## src/shared/lpac_pkg.sv

```systemverilog
`default_nettype none
package lpac_pkg;
	// ----------------------------------------
	// register map
	// ----------------------------------------
	localparam logic [4:0] LPAC_REG_PARTNER = 5'h05;
	localparam logic [4:0] LPAC_REG_STATUS = 5'h1e;
	localparam logic [4:0] LPAC_REG_CONTROL = 5'h1f;
	localparam logic [0:0] LPAC_PAGE_COPPER = 1'h0;
	localparam logic [0:0] LPAC_PAGE_FIBER = 1'h1;
	localparam int LPAC_ADDR_W = 6;
	localparam int LPAC_DATA_W = 16;

	// ----------------------------------------
	// field positions
	// ----------------------------------------
	localparam int LPAC_BIT_NEXT_PAGE = 15;
	localparam int LPAC_BIT_ACK = 14;
	localparam int LPAC_BIT_RFAULT = 13;
	localparam int LPAC_BIT_TECH12 = 12;
	localparam int LPAC_BIT_ASYM = 11;
	localparam int LPAC_BIT_PAUSE = 10;
	localparam int LPAC_BIT_T4 = 9;
	localparam int LPAC_BIT_TX_FD = 8;
	localparam int LPAC_BIT_TX_HD = 7;
	localparam int LPAC_BIT_10_FD = 6;
	localparam int LPAC_BIT_10_HD = 5;
	localparam int LPAC_SEL_MSB = 4;
	localparam int LPAC_FRF_MSB = 13;
	localparam int LPAC_FRF_LSB = 12;
	localparam int LPAC_FPAUSE_MSB = 8;
	localparam int LPAC_FPAUSE_LSB = 7;
	localparam int LPAC_BIT_X_HD = 6;
	localparam int LPAC_BIT_X_FD = 5;

	// ----------------------------------------
	// reset values and masks
	// ----------------------------------------
	localparam logic [15:0] LPAC_CAPTURE_RST = 16'h0000;
	localparam logic [15:0] LPAC_FIBER_MASK = 16'hf1e0;
	localparam logic [15:0] LPAC_COPPER_MASK = 16'hffff;
	localparam logic [15:0] LPAC_ZERO = 16'h0000;
	localparam logic [7:0] LPAC_CNT_RST = 8'h00;

	typedef enum logic {LPAC_SRC_COPPER, LPAC_SRC_FIBER} lpac_src_t;
endpackage : lpac_pkg
`default_nettype wire

```

## src/rtl/lpac_capture_reg.sv

```systemverilog
`default_nettype none
module lpac_capture_reg
	import lpac_pkg::*;
#(
	parameter logic [15:0] MASK = 16'hffff,
	parameter bit ACK_GATED = 1'b0
) (
	// clock and reset
	input wire logic mclk_in,
	input wire logic rst_n_in,
	input wire logic sw_rst_in,
	// link events
	input wire logic link_down_in,
	input wire logic page_valid_in,
	input wire logic [15:0] code_word_in,
	// captured image
	output logic [15:0] image_out,
	output logic loaded_out
);
	// ----------------------------------------
	// next value
	// ----------------------------------------
	wire logic [15:0] masked_word;
	wire logic [15:0] next_image;
	wire logic ack_hold;
	assign masked_word = code_word_in & MASK;
	// copper ack only loads from a page that itself carries acknowledge; reset and link loss still clear it
	assign ack_hold = ACK_GATED && !code_word_in[LPAC_BIT_ACK];
	// whole word in one cycle, no partial mix visible to a read
	assign next_image = ack_hold ?
		{masked_word[15], image_out[14], masked_word[13:0]} :
		masked_word;

	// ----------------------------------------
	// storage
	// ----------------------------------------
	always_ff @(posedge mclk_in) begin
		if (!rst_n_in || sw_rst_in || link_down_in) begin
			image_out <= LPAC_CAPTURE_RST;
			loaded_out <= 1'b0;
		end else if (page_valid_in) begin
			image_out <= next_image;
			loaded_out <= 1'b1;
		end
	end
endmodule : lpac_capture_reg
`default_nettype wire

```

## src/rtl/lpac_top.sv

```systemverilog
// Summary of operation
// - link loss and both resets zero all fields; a base page loads them
// - bit 15 of both images shows partner next page capability
// - copper bit 14 loads only from a page carrying acknowledge
// - bit 14 of both images shows partner received our code word
// - copper bit 13 shows partner detected remote fault
// - copper bit 12 holds code word bit 12 uninterpreted
// - copper bit 11 shows partner requests asymmetric pause
// - copper bit 10 shows partner supports symmetric pause
// - copper bit 9 shows partner 100BASE-T4 ability
// - copper bit 8 shows partner 100BASE-TX full duplex
// - copper bit 7 shows partner 100BASE-TX half duplex
// - copper bit 6 shows partner 10BASE-T full duplex
// - copper bit 5 shows partner 10BASE-T half duplex
// - copper bits 4:0 hold the selector field, reset zero
// - fiber bits 13:12 hold the two-bit remote fault code
// - fiber bits 8:7 hold the two-bit pause code
// - fiber bit 6 shows partner 1000BASE-X half duplex
// - fiber bit 5 shows partner 1000BASE-X full duplex
// - fiber image sits at register 5 page 1, copper at page 0
`default_nettype none
module lpac_top
	import lpac_pkg::*;
#(
	parameter int ADDR_W = LPAC_ADDR_W
) (
	// clock and reset
	input wire logic mclk_in,
	input wire logic rst_n_in,
	// copper base page receiver
	input wire logic cu_link_down_in,
	input wire logic cu_page_valid_in,
	input wire logic [15:0] cu_code_word_in,
	// fiber base page receiver
	input wire logic fx_link_down_in,
	input wire logic fx_page_valid_in,
	input wire logic [15:0] fx_code_word_in,
	// register port
	input wire logic [ADDR_W-1:0] reg_addr_in,
	input wire logic [15:0] reg_wdata_in,
	input wire logic reg_wr_in,
	input wire logic reg_rd_in,
	output logic [15:0] reg_rdata_out,
	// decoded fields for the rest of the device
	output logic cu_next_page_out,
	output logic cu_ack_out,
	output logic cu_pause_out,
	output logic cu_asym_pause_out,
	output logic fx_next_page_out,
	output logic [1:0] fx_remote_fault_out,
	output logic [1:0] fx_pause_out
);
	// ----------------------------------------
	// address decode
	// ----------------------------------------
	// address is {page, register}; page 1 selects the fiber image
	wire logic addr_page;
	wire logic [4:0] addr_reg;
	wire logic hit_copper;
	wire logic hit_fiber;
	wire logic hit_status;
	wire logic hit_control;
	assign addr_page = reg_addr_in[5];
	assign addr_reg = reg_addr_in[4:0];
	assign hit_copper = (addr_page == LPAC_PAGE_COPPER) && (addr_reg == LPAC_REG_PARTNER);
	assign hit_fiber = (addr_page == LPAC_PAGE_FIBER) && (addr_reg == LPAC_REG_PARTNER);
	assign hit_status = (addr_page == LPAC_PAGE_COPPER) && (addr_reg == LPAC_REG_STATUS);
	assign hit_control = (addr_page == LPAC_PAGE_COPPER) && (addr_reg == LPAC_REG_CONTROL);

	// ----------------------------------------
	// software reset and page counters
	// ----------------------------------------
	// control bit 15 self-clears: one cycle software reset of both images
	logic sw_rst;
	logic [7:0] cu_pages;
	logic [7:0] fx_pages;
	wire logic next_sw_rst;
	assign next_sw_rst = reg_wr_in && hit_control && reg_wdata_in[15];

	always_ff @(posedge mclk_in) begin
		if (!rst_n_in) begin
			sw_rst <= 1'b0;
		end else begin
			sw_rst <= next_sw_rst;
		end
	end

	// counters saturate so a stalled partner never wraps back to zero
	function automatic logic [7:0] bump(input logic [7:0] c, input logic hit);
		bump = (hit && c != 8'hff) ? c + 8'h01 : c;
	endfunction : bump

	always_ff @(posedge mclk_in) begin
		if (!rst_n_in || sw_rst) begin
			cu_pages <= LPAC_CNT_RST;
			fx_pages <= LPAC_CNT_RST;
		end else begin
			cu_pages <= bump(cu_pages, cu_page_valid_in && !cu_link_down_in);
			fx_pages <= bump(fx_pages, fx_page_valid_in && !fx_link_down_in);
		end
	end

	// ----------------------------------------
	// capture images
	// ----------------------------------------
	logic [15:0] cu_image;
	logic [15:0] fx_image;
	logic cu_loaded;
	logic fx_loaded;

	// copper keeps all sixteen bits
	lpac_capture_reg #(
		.MASK(LPAC_COPPER_MASK),
		.ACK_GATED(1'b1)
	) u_copper (
		.mclk_in(mclk_in),
		.rst_n_in(rst_n_in),
		.sw_rst_in(sw_rst),
		.link_down_in(cu_link_down_in),
		.page_valid_in(cu_page_valid_in),
		.code_word_in(cu_code_word_in),
		.image_out(cu_image),
		.loaded_out(cu_loaded)
	);

	// fiber reserved bits 11:9 and 4:0 never load, so they read zero
	// and a read-modify-write by software stays harmless
	lpac_capture_reg #(
		.MASK(LPAC_FIBER_MASK),
		.ACK_GATED(1'b0)
	) u_fiber (
		.mclk_in(mclk_in),
		.rst_n_in(rst_n_in),
		.sw_rst_in(sw_rst),
		.link_down_in(fx_link_down_in),
		.page_valid_in(fx_page_valid_in),
		.code_word_in(fx_code_word_in),
		.image_out(fx_image),
		.loaded_out(fx_loaded)
	);

	// ----------------------------------------
	// decoded fields
	// ----------------------------------------
	assign cu_next_page_out = cu_image[LPAC_BIT_NEXT_PAGE];
	assign cu_ack_out = cu_image[LPAC_BIT_ACK];
	assign cu_pause_out = cu_image[LPAC_BIT_PAUSE];
	assign cu_asym_pause_out = cu_image[LPAC_BIT_ASYM];
	assign fx_next_page_out = fx_image[LPAC_BIT_NEXT_PAGE];
	assign fx_remote_fault_out = fx_image[LPAC_FRF_MSB:LPAC_FRF_LSB];
	assign fx_pause_out = fx_image[LPAC_FPAUSE_MSB:LPAC_FPAUSE_LSB];

	// ----------------------------------------
	// field view
	// ----------------------------------------
	// named per field so later consumers need not repeat bit numbers
	wire logic cu_rfault;
	wire logic cu_tech12;
	wire logic cu_t4;
	wire logic cu_tx_fd;
	wire logic cu_tx_hd;
	wire logic cu_10_fd;
	wire logic cu_10_hd;
	wire logic [4:0] cu_selector;
	wire logic fx_ack;
	wire logic fx_x_hd;
	wire logic fx_x_fd;
	assign cu_rfault = cu_image[LPAC_BIT_RFAULT];
	assign cu_tech12 = cu_image[LPAC_BIT_TECH12];
	assign cu_t4 = cu_image[LPAC_BIT_T4];
	assign cu_tx_fd = cu_image[LPAC_BIT_TX_FD];
	assign cu_tx_hd = cu_image[LPAC_BIT_TX_HD];
	assign cu_10_fd = cu_image[LPAC_BIT_10_FD];
	assign cu_10_hd = cu_image[LPAC_BIT_10_HD];
	assign cu_selector = cu_image[LPAC_SEL_MSB:0];
	assign fx_ack = fx_image[LPAC_BIT_ACK];
	assign fx_x_hd = fx_image[LPAC_BIT_X_HD];
	assign fx_x_fd = fx_image[LPAC_BIT_X_FD];

	// not yet consumed on chip; kept visible only through the read path
	wire logic unused_fields;
	assign unused_fields = ^{cu_rfault, cu_tech12, cu_t4, cu_tx_fd, cu_tx_hd,
		cu_10_fd, cu_10_hd, cu_selector, fx_ack, fx_x_hd, fx_x_fd};

	// ----------------------------------------
	// read path
	// ----------------------------------------
	// writes to the images are accepted and dropped: they are read-only
	wire logic [15:0] status_word;
	wire logic [15:0] read_mux;
	assign status_word = {cu_loaded, fx_loaded, 6'h00, cu_pages};
	assign read_mux = hit_copper ? cu_image :
		hit_fiber ? fx_image :
		hit_status ? status_word :
		LPAC_ZERO;

	always_ff @(posedge mclk_in) begin
		if (!rst_n_in) begin
			reg_rdata_out <= LPAC_ZERO;
		end else if (reg_rd_in) begin
			reg_rdata_out <= read_mux;
		end else begin
			reg_rdata_out <= LPAC_ZERO;
		end
	end

	// fiber page count is kept but never read; control reads return zero
	wire logic unused_fx_pages;
	assign unused_fx_pages = ^fx_pages;
endmodule : lpac_top
`default_nettype wire

```

## config.mk

```make
export PLATFORM = sky130hd
export DESIGN_NAME = lpac_top
export DESIGN_NICKNAME = d
export VERILOG_FILES = /design/src/shared/lpac_pkg.sv /design/src/rtl/lpac_capture_reg.sv /design/src/rtl/lpac_top.sv
export SDC_FILE = /design/constraint.sdc
export NUM_CORES = 1
export LEC_CHECK = 0
export ABC_AREA = 1
export ABC_CLOCK_PERIOD_IN_PS = 2300
export BUFFER_PORTS_ARGS = -buffer_cell sky130_fd_sc_hd__buf_2
export CORE_MARGIN = 2
export CORE_UTILIZATION = 35
export CTS_BUF_LIST = sky130_fd_sc_hd__clkbuf_8
export DETAILED_ROUTE_END_ITERATION = 16
export MAX_ROUTING_LAYER = met4
export PLACE_DENSITY = 0.58
export SETUP_SLACK_MARGIN = 0.5
export SYNTH_ARGS = -nofsm -noshare
export SYNTH_HDL_FRONTEND = slang
export SYNTH_SLANG_ARGS = --single-unit
```

## constraint.sdc

```tcl
create_clock -name mclk_in -period 2.3 [get_ports mclk_in]
set_input_delay 0.46 -clock mclk_in [delete_from_list [all_inputs] [get_ports mclk_in]]
set_output_delay 0.46 -clock mclk_in [all_outputs]
set_load 0.01 [all_outputs]
```

==> After elaboration in Yosys (flattened, before gate mapping) <==
Index checks and enable logic that the tools add are counted.
W data, S select, Z words.
{ "totals": {"latch_bits": 0, "reg_bits": 51, "inputBits": 62, "output_inout_bits": 25, "word_cells": 32, "ram_bits": 0, "n_memories": 0, "mem_bits_ro": 0} }
{ "op_classes": {"bitwise": 1, "n_addsub": 1, "n_mux": 3, "shift": 0, "mul": 0, "n_eq_ne": 4, "n_reduce_logical": 15, "order_cmp": 0, "div_mod_pow": 0} }
{ "ops": {"columns": ["op", "count"], "rows": [
  ["$mux W16", 3],
  ["$eq A5 B5 Y1 const B", 2],
  ["$add A8 B1 Y8 const B", 1],
  ["$logic_and A1 B1 Y1", 8],
  ["$ne A8 B8 Y1 const B", 1],
  ["$eq A5 B3 Y1 const B", 1],
  ["$reduce_and A2 Y1", 2],
  ["$logic_or A1 B1 Y1", 3],
  ["$logic_not A1 Y1", 2],
  ["$not A1 Y1", 1]
]} }

==> Depth between registers and ports, before layout <==
Gate-level depths: netlist (run 1).
{ "logic_depth": {"word_depth": 5, "ltp_mapped": 9, "mapped_depth_nobuf": 9} }

==> Cells and area by module <==
A second synthesis (run 1) with hierarchy kept.
{ "hier_totals": {"cells_unflattened": 375, "hier_area_um2": 2511.2} }
{ "by_module_without_submodules": {"columns": ["mod", "area_per_inst_um2", "n_inst", "seq_area_each_um2", "cells_each"], "rows": [
  ["lpac_top", 1286.2, 1, 500.5, 186],
  ["lpac_capture_reg at u_copper", 753.2, 1, 340.3, 117],
  ["lpac_capture_reg at u_fiber", 471.7, 1, 180.2, 72]
]} }

==> Worst setup path after synthesis (run 1) <==
OpenSTA, ideal clock, no wires.
{ "synth_path": {"path_kind": "input -> register", "startpoint": "input reg_addr_in[3]", "endpoint": "register reg_rdata_out[14]", "cell_stages": 9, "path_buffers": 1, "setup_ns": 0.111, "slack_ns": 1.022, "arrival_time_ns": 1.166, "required_ns": 2.189, "path_cell_list": "inv_1 nand2_1 nor2_4 nand2_4 nor2_8 buf_6 nand2_1 nand2_1 nor2_1"} }
{ "synth_between": {"elab_chain_cells": 5, "elab_cells_between_ends": 8, "cone_classes": "eq/ne: 2; mux: 3; reduce/logical: 3"} }
{ "synth_lines": {"columns": ["element", "line", "source"], "rows": [
  ["start: declaration", "lpac_top.sv:39", "input wire logic [ADDR_W-1:0] reg_addr_in,"],
  ["$eq A5 B5 Y1", "lpac_top.sv:67", "assign hit_status = (addr_page == LPAC_PAGE_COPPER) && (addr_reg == LPAC_REG_STATUS);"],
  ["$logic_and A1 B1 Y1", "lpac_top.sv:67", null],
  ["$mux W16", "lpac_top.sv:194", "hit_status ? status_word :"],
  ["$mux W16", "lpac_top.sv:193", "hit_fiber ? fx_image :"],
  ["$mux W16 (*)", "lpac_top.sv:192", "assign read_mux = hit_copper ? cu_image :"],
  ["end signal: assignment", "lpac_top.sv:201", "reg_rdata_out <= read_mux;"],
  ["end: declaration", "lpac_top.sv:43", "output logic [15:0] reg_rdata_out,"]
]} }
Every way passes the cells marked *; elsewhere a longest branch is shown, timed or not.
A chain may end at the register's enable or synchronous reset.

==> Final worst setup path (run 1) <==
{ "layout_path": {"startpoint": "register cu_pages[0]", "endpoint": "register cu_pages[0]"} }
{ "layout_between": {"elab_chain_cells": 2, "elab_cells_between_ends": 3, "cone_classes": "add/sub: 1; eq/ne: 1; reduce/logical: 1"} }
{ "layout_lines": {"columns": ["element", "line", "source"], "rows": [
  ["start: declaration", "lpac_top.sv:75", "logic [7:0] cu_pages;"],
  ["start signal: assignment", "lpac_top.sv:98", "cu_pages <= bump(cu_pages, cu_page_valid_in && !cu_link_down_in);"],
  ["parallel branches: the longest is 2 deep, another holds $add A8 B1 Y8", null, null]
]} }
Several ways; the timed one is not identified.

==> out/summary.log, run 1 <==
[run_status] run status completed
[floorplan] Die X 84.3 um
[critical_path] crit start category flop
[routing] number of nets with antenna violations after routing 0
[critical_path] depth of the most critical reg-to-reg path 8
[timing] max-slew headroom at the worst pin 0.700
[clock_network] Post-CTS Hold Fix Bufs 0
[floorplan] num ports 87
[timing] Peak Freq 693 MHz
[final_layout] post-synthesis to final-layout area growth 19.9%
[synth] leading register cell type out of synthesis dfxtp_1
[critical_path] worst setup path start cu_pages[0]
[clock_network] post-CTS sizing 0
[routing] Avg WL per Cell 11.4 um
[synth] Synth Cell Area 2260 um^2
[clock_network] number of buffers on the longest clock path 2
[timing] number of endpoints failing setup at the final stage 0
[clock_network] post-CTS clock slew at the launch and capture registers of the worst setup and hold paths 100 ps
[clock_network] clock latency at the later pin of the worst-skew pair 310 ps
[synth] top cells by instance count after synthesis nand2_1, dfxtp_1, a21oi_1, nor2_1, inv_1
[final_layout] share of layout cells above drive strength 1 0.285
[final_layout] non-filler cells in the finished layout 435
[grt] initial antenna violation count 0
[clock_network] clock root buffer master clkbuf_8
[timing] Setup Skew 9.20 ps
[critical_path] worst path required time 2510 ps
[routing] via density per instance 4.44
[routing] via count 1,932
[timing] Hold Violations, Final 0
[place] final estimated routing congestion in global placement 0.853
[place] number of I/O port buffers 63
[final_layout] Util after Layout 0.431
[synth] net count of the mapped netlist 360
[pwr] Leak 1.19 nW
[timing] total negative slack 0 ps
[critical_path] destination of the worst register-to-register timing path cu_pages[0]
[synth] #FFs+latches synth 51
[clock_network] number of buffers created by CTS 5
[grt] Overflow after GRT 0
[grt] largest net degree at the start of global routing 26
[synth] fraction of synthesized cell area taken by the top area cell type 0.453
[timing] pins over their slew limit 0
[pwr] maximum VDD drop 0.000378 V
[synth] cell type contributing the most total cell area after synthesis dfxtp_1
[pwr] cell area power density 629 nW/um^2
[critical_path] Critical Path End Type flop
[place] cell total after placement 427
[final_layout] register area 1020 um^2
[pwr] Final Total Pwr 1.70 mW
[final_layout] number of diodes added for antenna fixing 0
[grt] global-route wire length before repair 8.30 mm
[clock_network] H-tree depth 2
[grt] vias in the first global route 1,780
[synth] number of enable flip-flop cells after synthesis 0
[critical_path] Reg2Reg Setup Slack 860 ps
[timing] Least-Margin Pin Slew 449 ps
[synth] sequential element share of the synthesized area 0.453
[synth] Cell variety after synth 28
[synth] leading cell types by total area after synthesis dfxtp_1, nand2_1, a21oi_1
[timing] Period minus WS final 1440 ps
[critical_path] arrival time of data at the critical path endpoint 1650 ps
[final_layout] area of combinational cells with multiple inputs 1020 um^2
[routing] number of optimization iterations in the first detailed-route pass 4
[clock_network] clock tree from TritonCTS built
[synth] Avg Inst Size Synth 7.60 um^2
[clock_network] # Post-CTS Setup Buffers 0
[routing] Total Routed Length 4.98 mm
[timing] Final Cycle Share 0.627
[critical_path] classification of the worst setup path flop to flop
[job] max-capacitance violation count 0
[critical_path] maximum fanout along the worst path 7
[floorplan] die area 7100 um^2
[final_layout] number of fillers in the final layout 650
[synth] most instantiated library cell after synthesis nand2_1
[clock_network] clock sink count 51
[floorplan] initial cell density of the core 0.359
[routing] post-route DRC violation count 0
[critical_path] end point of the critical path cu_pages[0]
[grt] overall routing resource usage 0.150
[floorplan] floorplan die height 84.3 um
[timing] setup repair after global routing missed its margin false
[place] final HPWL from detailed placement 3.68 mm
[hold_path] type of the most critical hold path primary input to flop
[synth] Post-synth ARST share 0
[critical_path] beginning of the worst register-to-register path cu_pages[0]
[routing] Iteration-0 DRC Markers 77
[synth] Synth warnings 0
[hold_path] Hold Path Stages 3
[floorplan] placeable core area 6280 um^2
[floorplan] number of placement rows 29
[final_layout] total number of nets in the final design 420
[synth] Syn Inst Count 297
==> state kept, by name (all words and copies together) (netlist names) <==
register             cells
sw_rst                   1
u_fiber.loaded_out       1
u_fiber.image_out        8
u_copper.loaded_out      1
u_copper.image_out      16
cu_pages                 8
reg_rdata_out           16
==> worst min path at each step <==
stage                          startpoint                    end
finish                 cu_code_word_in[1]  u_copper.image_out[1]
CTS                    cu_code_word_in[1]  u_copper.image_out[1]
floorplan           u_copper.image_out[9]       reg_rdata_out[9]
detailed placement  u_copper.image_out[9]       reg_rdata_out[9]
global route             reg_wdata_in[15]                 sw_rst
global placement    u_copper.image_out[9]       reg_rdata_out[9]
==> per-stage QoR <==
step                      hold WS, ps  setup slack [ps]  cell area, um^2
final                             384               857             2700
after global routing              385               746             2700
after CTS                         381               837             2700
after detailed placement          436               676             2590
after global placement            422               665             2590
after floorplan                   417              1020             2260
==> layout by cell type (no fill, tap or decap), types with 2 or more instances in the layout <==
cell	count
nand2_1	88
buf_2	63
dfxtp_1	51
nor2_1	32
a21oi_1	32
inv_1	26
nor2_4	13
nand3_1	10
inv_2	6
o211ai_1	5
clkbuf_8	5
nand2_2	3
o21ai_0	3
buf_4	3
xor2_1	2
nand4_1	2
nor3_1	2
==> routing by layer <==
layer,vias to the layer above,part of all wire,global-route usage
li1,1035,-,-
met1,839,0.50,0.200
met3,5,0.058,0.0344
met4,0,0.011,0.0440
met2,53,0.44,0.226
met5,-,0,-
==> cell type report <==
type                    instances  area share
flip-flops and latches         51       0.378
multi-input cells             201       0.376
repair buffers                 66       0.125
inverters                      32      0.0444
well taps                      77      0.0356
clock buffers                   5      0.0255
clock inverters                 3      0.0162
==> worst max-delay path: stages (launching register included) <==
cell	delay, ps
dfxtp_1	430
ha_1	210
inv_1	60
nor2_1	160
nand2_1	100
nand2_2	140
inv_2	90
nor2_1	100
nor2_1	50
==> where the power goes <==
group          switching, mW  total, mW  leakage (nW)  internal [mW]
clock                  0.309      0.633        0.0581          0.324
sequential            0.0116      0.912         0.414          0.900
combinational         0.0967      0.155         0.721         0.0587
==> cells by family after synthesis <==
family / after synthesis / share of synthesized area
xor+xnor: 3 / 0.0116
fa+ha+maj: 1 / 0.00555
flops: 51 / 0.453
buf+inv: 45 / 0.0971
simple gates: 157 / 0.339
compound gates: 40 / 0.0943
(Power assumes the default switching activity.)
==> inputs of run 2 (changes only) <==
--- a/config.mk
+++ b/config.mk
@@ -6,14 +6,14 @@
 export NUM_CORES = 1
 export LEC_CHECK = 0
 export ABC_AREA = 1
-export ABC_CLOCK_PERIOD_IN_PS = 2300
+export ABC_CLOCK_PERIOD_IN_PS = 1300
 export BUFFER_PORTS_ARGS = -buffer_cell sky130_fd_sc_hd__buf_2
 export CORE_MARGIN = 2
 export CORE_UTILIZATION = 35
 export CTS_BUF_LIST = sky130_fd_sc_hd__clkbuf_8
 export DETAILED_ROUTE_END_ITERATION = 16
 export MAX_ROUTING_LAYER = met4
-export PLACE_DENSITY = 0.58
+export PLACE_DENSITY = 0.6
 export SETUP_SLACK_MARGIN = 0.5
 export SYNTH_ARGS = -nofsm -noshare
 export SYNTH_HDL_FRONTEND = slang
==> constraint.sdc (replaced) <==
create_clock -name mclk_in -period 1.3 [get_ports mclk_in]
set_input_delay 0.26 -clock mclk_in [delete_from_list [all_inputs] [get_ports mclk_in]]
set_output_delay 0.26 -clock mclk_in [all_outputs]
set_load 0.01 [all_outputs]
==> run 2 against run 1 <==
Net effect:
- critical path depth did not move
- critical path type unchanged
- first-iteration DRC count fell by 18%
- sequential share of layout area fell by 8.2 points
- design area rose by 31%
- largest power group unchanged
- clock-buffer cell count rose by 2
- die area did not move
- wire length rose by 21%
- sequential power rose by 77%
- global-route usage rose by 2.5 points
- final cell count rose by 9.4%
==> out/summary.log, run 2 (synthesized netlist as in run 1, its figures left out) <==
[run_status] run status completed
[final_layout] number of fillers in the final layout 590
[floorplan] Die X 84.3 um
[grt] largest net degree at the start of global routing 16
[final_layout] total number of nets in the final design 461
[grt] global routing's busiest layer met2
[clock_network] clock sink count 51
[routing] Total Routed Length 6.01 mm
[timing] number of endpoints failing setup at the final stage 0
[routing] Avg WL per Cell 12.6 um
[clock_network] number of buffers created by CTS 5
[clock_network] post-CTS clock slew at the launch and capture registers of the worst setup and hold paths 90 ps
[timing] Final Cycle Share 0.891
[timing] pins over their slew limit 0
[timing] Hold Violations, Final 0
[floorplan] initial cell density of the core 0.359
[critical_path] maximum fanout along the worst path 7
[critical_path] arrival time of data at the critical path endpoint 1400 ps
[grt] grt met2 use 0.288
[floorplan] die area 7100 um^2
[pwr] Leak 1.55 nW
[routing] number of nets with antenna violations after routing 0
[final_layout] largest registers reg_rdata_out (16), u_copper.image_out (16)
[grt] initial antenna violation count 0
[clock_network] clock root buffer master clkbuf_8
[clock_network] H-tree depth 2
[pwr] maximum VDD drop 0.000432 V
[clock_network] Post-CTS Hold Fix Bufs 0
[final_layout] area of combinational cells with multiple inputs 1290 um^2
[hold_path] type of the most critical hold path primary input to flop
[critical_path] crit start category flop
[clock_network] number of buffers on the longest clock path 2
[routing] number of optimization iterations in the first detailed-route pass 4
[floorplan] number of placement rows 29
[final_layout] final instance area 3550 um^2
[timing] total negative slack 0 ps
[grt] met3 GRT Util 0.0324
[final_layout] Util after Layout 0.566
[timing] Setup Skew 4.29 ps
[critical_path] worst path required time 1550 ps
[grt] Overflow after GRT 0
[timing] Peak Freq 863 MHz
[routing] via density per instance 4.59
[place] final HPWL from detailed placement 4.11 mm
[routing] via count 2,185
[final_layout] register area 1050 um^2
[timing] Period minus WS final 1160 ps
[critical_path] Critical Path End Type flop
[routing] post-route DRC violation count 0
[grt] met1 usage in global routing 0.216
[grt] vias in the first global route 2,144
[floorplan] num ports 87
[pwr] cell area power density 862 nW/um^2
[critical_path] classification of the worst setup path flop to flop
[floorplan] floorplan die height 84.3 um
[grt] overall routing resource usage 0.175
[clock_network] clock latency at the later pin of the worst-skew pair 310 ps
[floorplan] placeable core area 6280 um^2
[final_layout] post-synthesis to final-layout area growth 57.5%
[final_layout] non-filler cells in the finished layout 476
[grt] global-route wire length before repair 9.60 mm
[final_layout] most frequent cells in the layout nand2_1, buf_2, dfxtp_1, buf_4, buf_6
[place] final estimated routing congestion in global placement 0.837
[final_layout] most common library cell in the layout ignoring fill and taps nand2_1
[timing] max-slew headroom at the worst pin 0.826
[timing] setup repair after global routing missed its margin true
[clock_network] clock tree from TritonCTS built
[routing] Iteration-0 DRC Markers 63
[place] cell total after placement 446
[place] instance area after placement 2900 um^2
[place] number of I/O port buffers 63
[final_layout] number of diodes added for antenna fixing 0
[job] max-capacitance violation count 0
[final_layout] share of layout cells above drive strength 1 0.559
[timing] Least-Margin Pin Slew 261 ps
run 2: repair_timing:
| action | in CTS | in global routing |
|---|---|---|
| pin swaps | 18 | 23 |
| setup endpoints to repair | 75 | 75 |
| resized for setup | 59 | 42 |
| setup buffers | 16 | 1 |
| cloned | 4 | 1 |
| hold endpoints to repair | 0 | 0 |
run 2: metal layers:
layer / vias to the layer above / routed length [um]
li1: 1128 / -
met4: 0 / 137
met3: 10 / 211
met2: 43 / 2960
met1: 1004 / 2700
met5: - / 0
run 2: worst paths after layout:
check / startpoint / end / slack, ps / depth (start not counted)
hold / removal: fx_code_word_in[13] / u_fiber.image_out[13] / 200 / 3
setup reg to reg: cu_pages[0] / cu_pages[7] / 140 / 8
hold reg to reg: u_copper.image_out[3] / reg_rdata_out[3] / 460 / 2
setup / recovery: cu_pages[0] / cu_pages[7] / 140 / 8
run 2: through the flow:
step / setup WS [ps] / hold slack (ps) / power (mW)
final: 141 / 195 / 3.06
after global routing: 95.2 / 198 / 3.20
after CTS: 163 / 189 / 3.07
after detailed placement: 14.6 / 451 / 2.00
after global placement: 34.1 / 425 / 1.99
after floorplan: 183 / 386 / 1.86
run 2: area by class of cell:
class                      count  share of cell area
multi-input combinational    203               0.362
sequential                    51               0.295
timing repair buffer         105               0.243
inverter                      32              0.0437
clock buffer                   7              0.0271
tap                           77              0.0271
clock inverter                 1             0.00106
run 2: critical path: stages (launching register included):
cell	delay [ps]
dfxtp_4	360
ha_4	170
inv_4	70
nor2_4	40
nand2_2	80
nand2_4	90
inv_6	100
nand2_2	60
a21oi_2	130
run 2: report_power, final:
| part | internal, mW | switching [mW] |
|---|---|---|
| sequential | 1.59 | 0.0200 |
| combinational | 0.218 | 0.238 |
| clock | 0.479 | 0.515 |
| total | 2.29 | 0.772 |
==> inputs of run 3 (changes only) <==
--- a/config.mk
+++ b/config.mk
@@ -5,7 +5,6 @@
 export SDC_FILE = /design/constraint.sdc
 export NUM_CORES = 1
 export LEC_CHECK = 0
-export ABC_AREA = 1
 export ABC_CLOCK_PERIOD_IN_PS = 1300
 export BUFFER_PORTS_ARGS = -buffer_cell sky130_fd_sc_hd__buf_2
 export CORE_MARGIN = 2
@@ -13,7 +12,7 @@
 export CTS_BUF_LIST = sky130_fd_sc_hd__clkbuf_8
 export DETAILED_ROUTE_END_ITERATION = 16
 export MAX_ROUTING_LAYER = met4
-export PLACE_DENSITY = 0.6
+export PLACE_DENSITY = 0.61
 export SETUP_SLACK_MARGIN = 0.5
 export SYNTH_ARGS = -nofsm -noshare
 export SYNTH_HDL_FRONTEND = slang
==> run 3 against run 2 <==
Net effect:
- worst setup slack lost 67 ps
- first-iteration DRC count shrank 62%
- sequential share of layout area grew 4.0 points
- global-route usage shrank 1.2 points
- maximum frequency shrank 5.4%
- clock power grew 6%
- flip-flop and latch count is the same
- final cell count shrank 23%
- largest power group unchanged
- clock-buffer cell count shrank 2
- worst hold slack gained 7.8 ps
- register-to-register slack lost 70 ps
==> out/summary.log, run 3 <==
[final_layout] largest registers reg_rdata_out (16), u_copper.image_out (16)
[clock_network] H-tree depth 2
[timing] Period minus WS final 1230 ps
[routing] post-route DRC violation count 0
[final_layout] area of combinational cells with multiple inputs 1190 um^2
[place] instance area after placement 2630 um^2
[grt] Overflow after GRT 0
[clock_network] number of buffers on the longest clock path 2
[routing] via count 1,720
[final_layout] post-synthesis to final-layout area growth 51.7%
[pwr] cell area power density 963 nW/um^2
[timing] setup repair after global routing missed its margin true
[final_layout] share of layout cells above drive strength 1 0.590
[routing] Iteration-0 DRC Markers 24
[synth] Synth warnings 0
[synth] #FFs+latches synth 51
[critical_path] maximum single-stage delay on the critical path 380 ps
[synth] net count of the mapped netlist 265
[synth] top cells by instance count after synthesis dfxtp_1, nor2_1, mux2i_1
[grt] overall routing resource usage 0.163
[timing] worst hold-check slack 203 ps
[final_layout] number of fillers in the final layout 487
[routing] number of nets with antenna violations after routing 0
[final_layout] total number of nets in the final design 356
[clock_network] clock latency at the later pin of the worst-skew pair 300 ps
[floorplan] placeable core area 5610 um^2
[grt] largest net degree at the start of global routing 18
[final_layout] register area 1050 um^2
[pwr] Leak 1.40 nW
[synth] Synth Cell Area 2070 um^2
[synth] fraction of synthesized cell area taken by the top area cell type 0.494
[final_layout] final instance area 3140 um^2
[synth] most instantiated library cell after synthesis dfxtp_1
[floorplan] Die X 80.9 um
[critical_path] cells traversed along the worst timing path ha_4 > nand3_4 > o211a_4 > a211oi_2 > a31o_1
[floorplan] floorplan die height 80.9 um
[grt] initial antenna violation count 0
[place] final HPWL from detailed placement 3.46 mm
[timing] Peak Freq 816 MHz
[floorplan] number of placement rows 27
[clock_network] clock tree from TritonCTS built
[floorplan] die area 6540 um^2
[place] number of I/O port buffers 63
[synth] sequential element share of the synthesized area 0.494
[timing] Setup Skew 3.11 ps
[floorplan] initial cell density of the core 0.369
[routing] Avg WL per Cell 13.9 um
[synth] number of enable flip-flop cells after synthesis 0
[timing] Final Cycle Share 0.942
[pwr] Final Total Pwr 3.02 mW
[routing] Total Routed Length 5.09 mm
[clock_network] post-CTS clock slew at the launch and capture registers of the worst setup and hold paths 90 ps
[synth] Avg Inst Size Synth 10.2 um^2
[pwr] maximum VDD drop 0.000435 V
[critical_path] Critical Path End Type flop
[synth] cell type contributing the most total cell area after synthesis dfxtp_1
[place] final estimated routing congestion in global placement 0.845
[grt] vias in the first global route 1,630
[floorplan] num ports 87
[clock_network] clock root buffer master clkbuf_8
[timing] pins over their slew limit 0
[job] max-capacitance violation count 0
[timing] Least-Margin Pin Slew 300 ps
[critical_path] maximum fanout along the worst path 4
[clock_network] number of buffers created by CTS 5
[clock_network] clock sink count 51
[synth] Cell variety after synth 39
[clock_network] Post-CTS Hold Fix Bufs 0
[timing] number of endpoints failing setup at the final stage 0
[grt] global-route wire length before repair 7.89 mm
[hold_path] type of the most critical hold path primary input to flop
[synth] leading cell types by total area after synthesis dfxtp_1, mux2i_1, nor2_1
[synth] Post-synth ARST share 0
[critical_path] crit start category flop
[synth] Syn Inst Count 202
[synth] leading register cell type out of synthesis dfxtp_1
[timing] Hold Violations, Final 0
[critical_path] classification of the worst setup path flop to flop
[final_layout] number of diodes added for antenna fixing 0
[critical_path] cell type of the slowest stage on the worst timing path dfxtp_4
[final_layout] most frequent cells in the layout buf_2, dfxtp_1, mux2i_1, buf_4, nor2_1
[final_layout] most common library cell in the layout ignoring fill and taps buf_2
[timing] max-slew headroom at the worst pin 0.799
[critical_path] worst path required time 1550 ps
[run_status] run status completed
[critical_path] arrival time of data at the critical path endpoint 1480 ps
[routing] number of optimization iterations in the first detailed-route pass 4
[routing] via density per instance 4.71
[run 3: repair_timing]
item | 4_1_cts | 5_1_grt
resized for setup | 39 | 35
endpoints found under the setup margin | 75 | 75
setup buffers | 16 | 0
endpoints found under the hold margin | 0 | 0
pin swaps | 12 | 11
gates cloned | 3 | 0
[run 3: cells by family (layout without fill, tap and decap cells)]
| kind of cell | count (synthesis) | count (layout) | share of synthesized area |
|---|---|---|---|
| flip-flops | 51 | 51 | 0.494 |
| multiplexers | 30 | 30 | 0.145 |
| AND/OR/NAND/NOR | 84 | 87 | 0.234 |
| adder cells (fa/ha/maj) | 1 | 1 | 0.00605 |
| buffers and inverters | 17 | 105 | 0.0460 |
| AO/OA/AOI/OAI | 17 | 17 | 0.0671 |
| XOR/XNOR | 2 | 2 | 0.00847 |
[run 3: critical path: cells and delay by family, from the launching register on]
kind | cells | cell delay [ps]
AO/OA/AOI/OAI | 3 | 560
adder cells (fa/ha/maj) | 1 | 160
flip-flops | 1 | 380
AND/OR/NAND/NOR | 1 | 90
[run 3: area by class of cell]
type	count	area share
clock buffers	5	0.0219
clock inverters	2	0.0108
inverters	2	0.00239
multi-input cells	137	0.379
flip-flops and latches	51	0.335
well taps	72	0.0287
repair buffers	96	0.222
[run 3: through the flow]
step,util,TNS (ps),std cells,setup slack [ps]
after floorplan,-,0,202,140
after global placement,0.469,-19.5,339,-10.9
after detailed placement,0.469,-106,339,-21.8
after CTS,0.536,0,365,70.2
after global routing,0.559,0,365,26.8
final,0.559,0,365,74.8
[run 3: path summary, 6_finish.rpt]
kind | startpoint | to | slack, ps | cells after the start
setup reg to reg | cu_pages[1] | cu_pages[5] | 70 | 5
hold reg to reg | u_copper.image_out[9] | reg_rdata_out[9] | 470 | 1
hold / removal | cu_code_word_in[13] | u_copper.image_out[13] | 200 | 3
setup / recovery | cu_pages[1] | cu_pages[5] | 70 | 5
[run 3: report_power, final]
group          internal (mW)  total (mW)  switching, mW
Sequential              1.59        1.62         0.0251
Combinational          0.185       0.351          0.166
Clock                  0.557        1.05          0.496
Total                   2.33        3.02          0.687
[run 3: routing by layer]
layer  GRT usage  part of all wire  routed length (um)  vias up
met5           -                 0                   0        -
met4      0.0610             0.016                  81        0
met3      0.0278             0.044                 225        5
met2       0.259              0.46                2360       41
met1       0.209              0.47                2410      796
li1            -                 -                   -      878
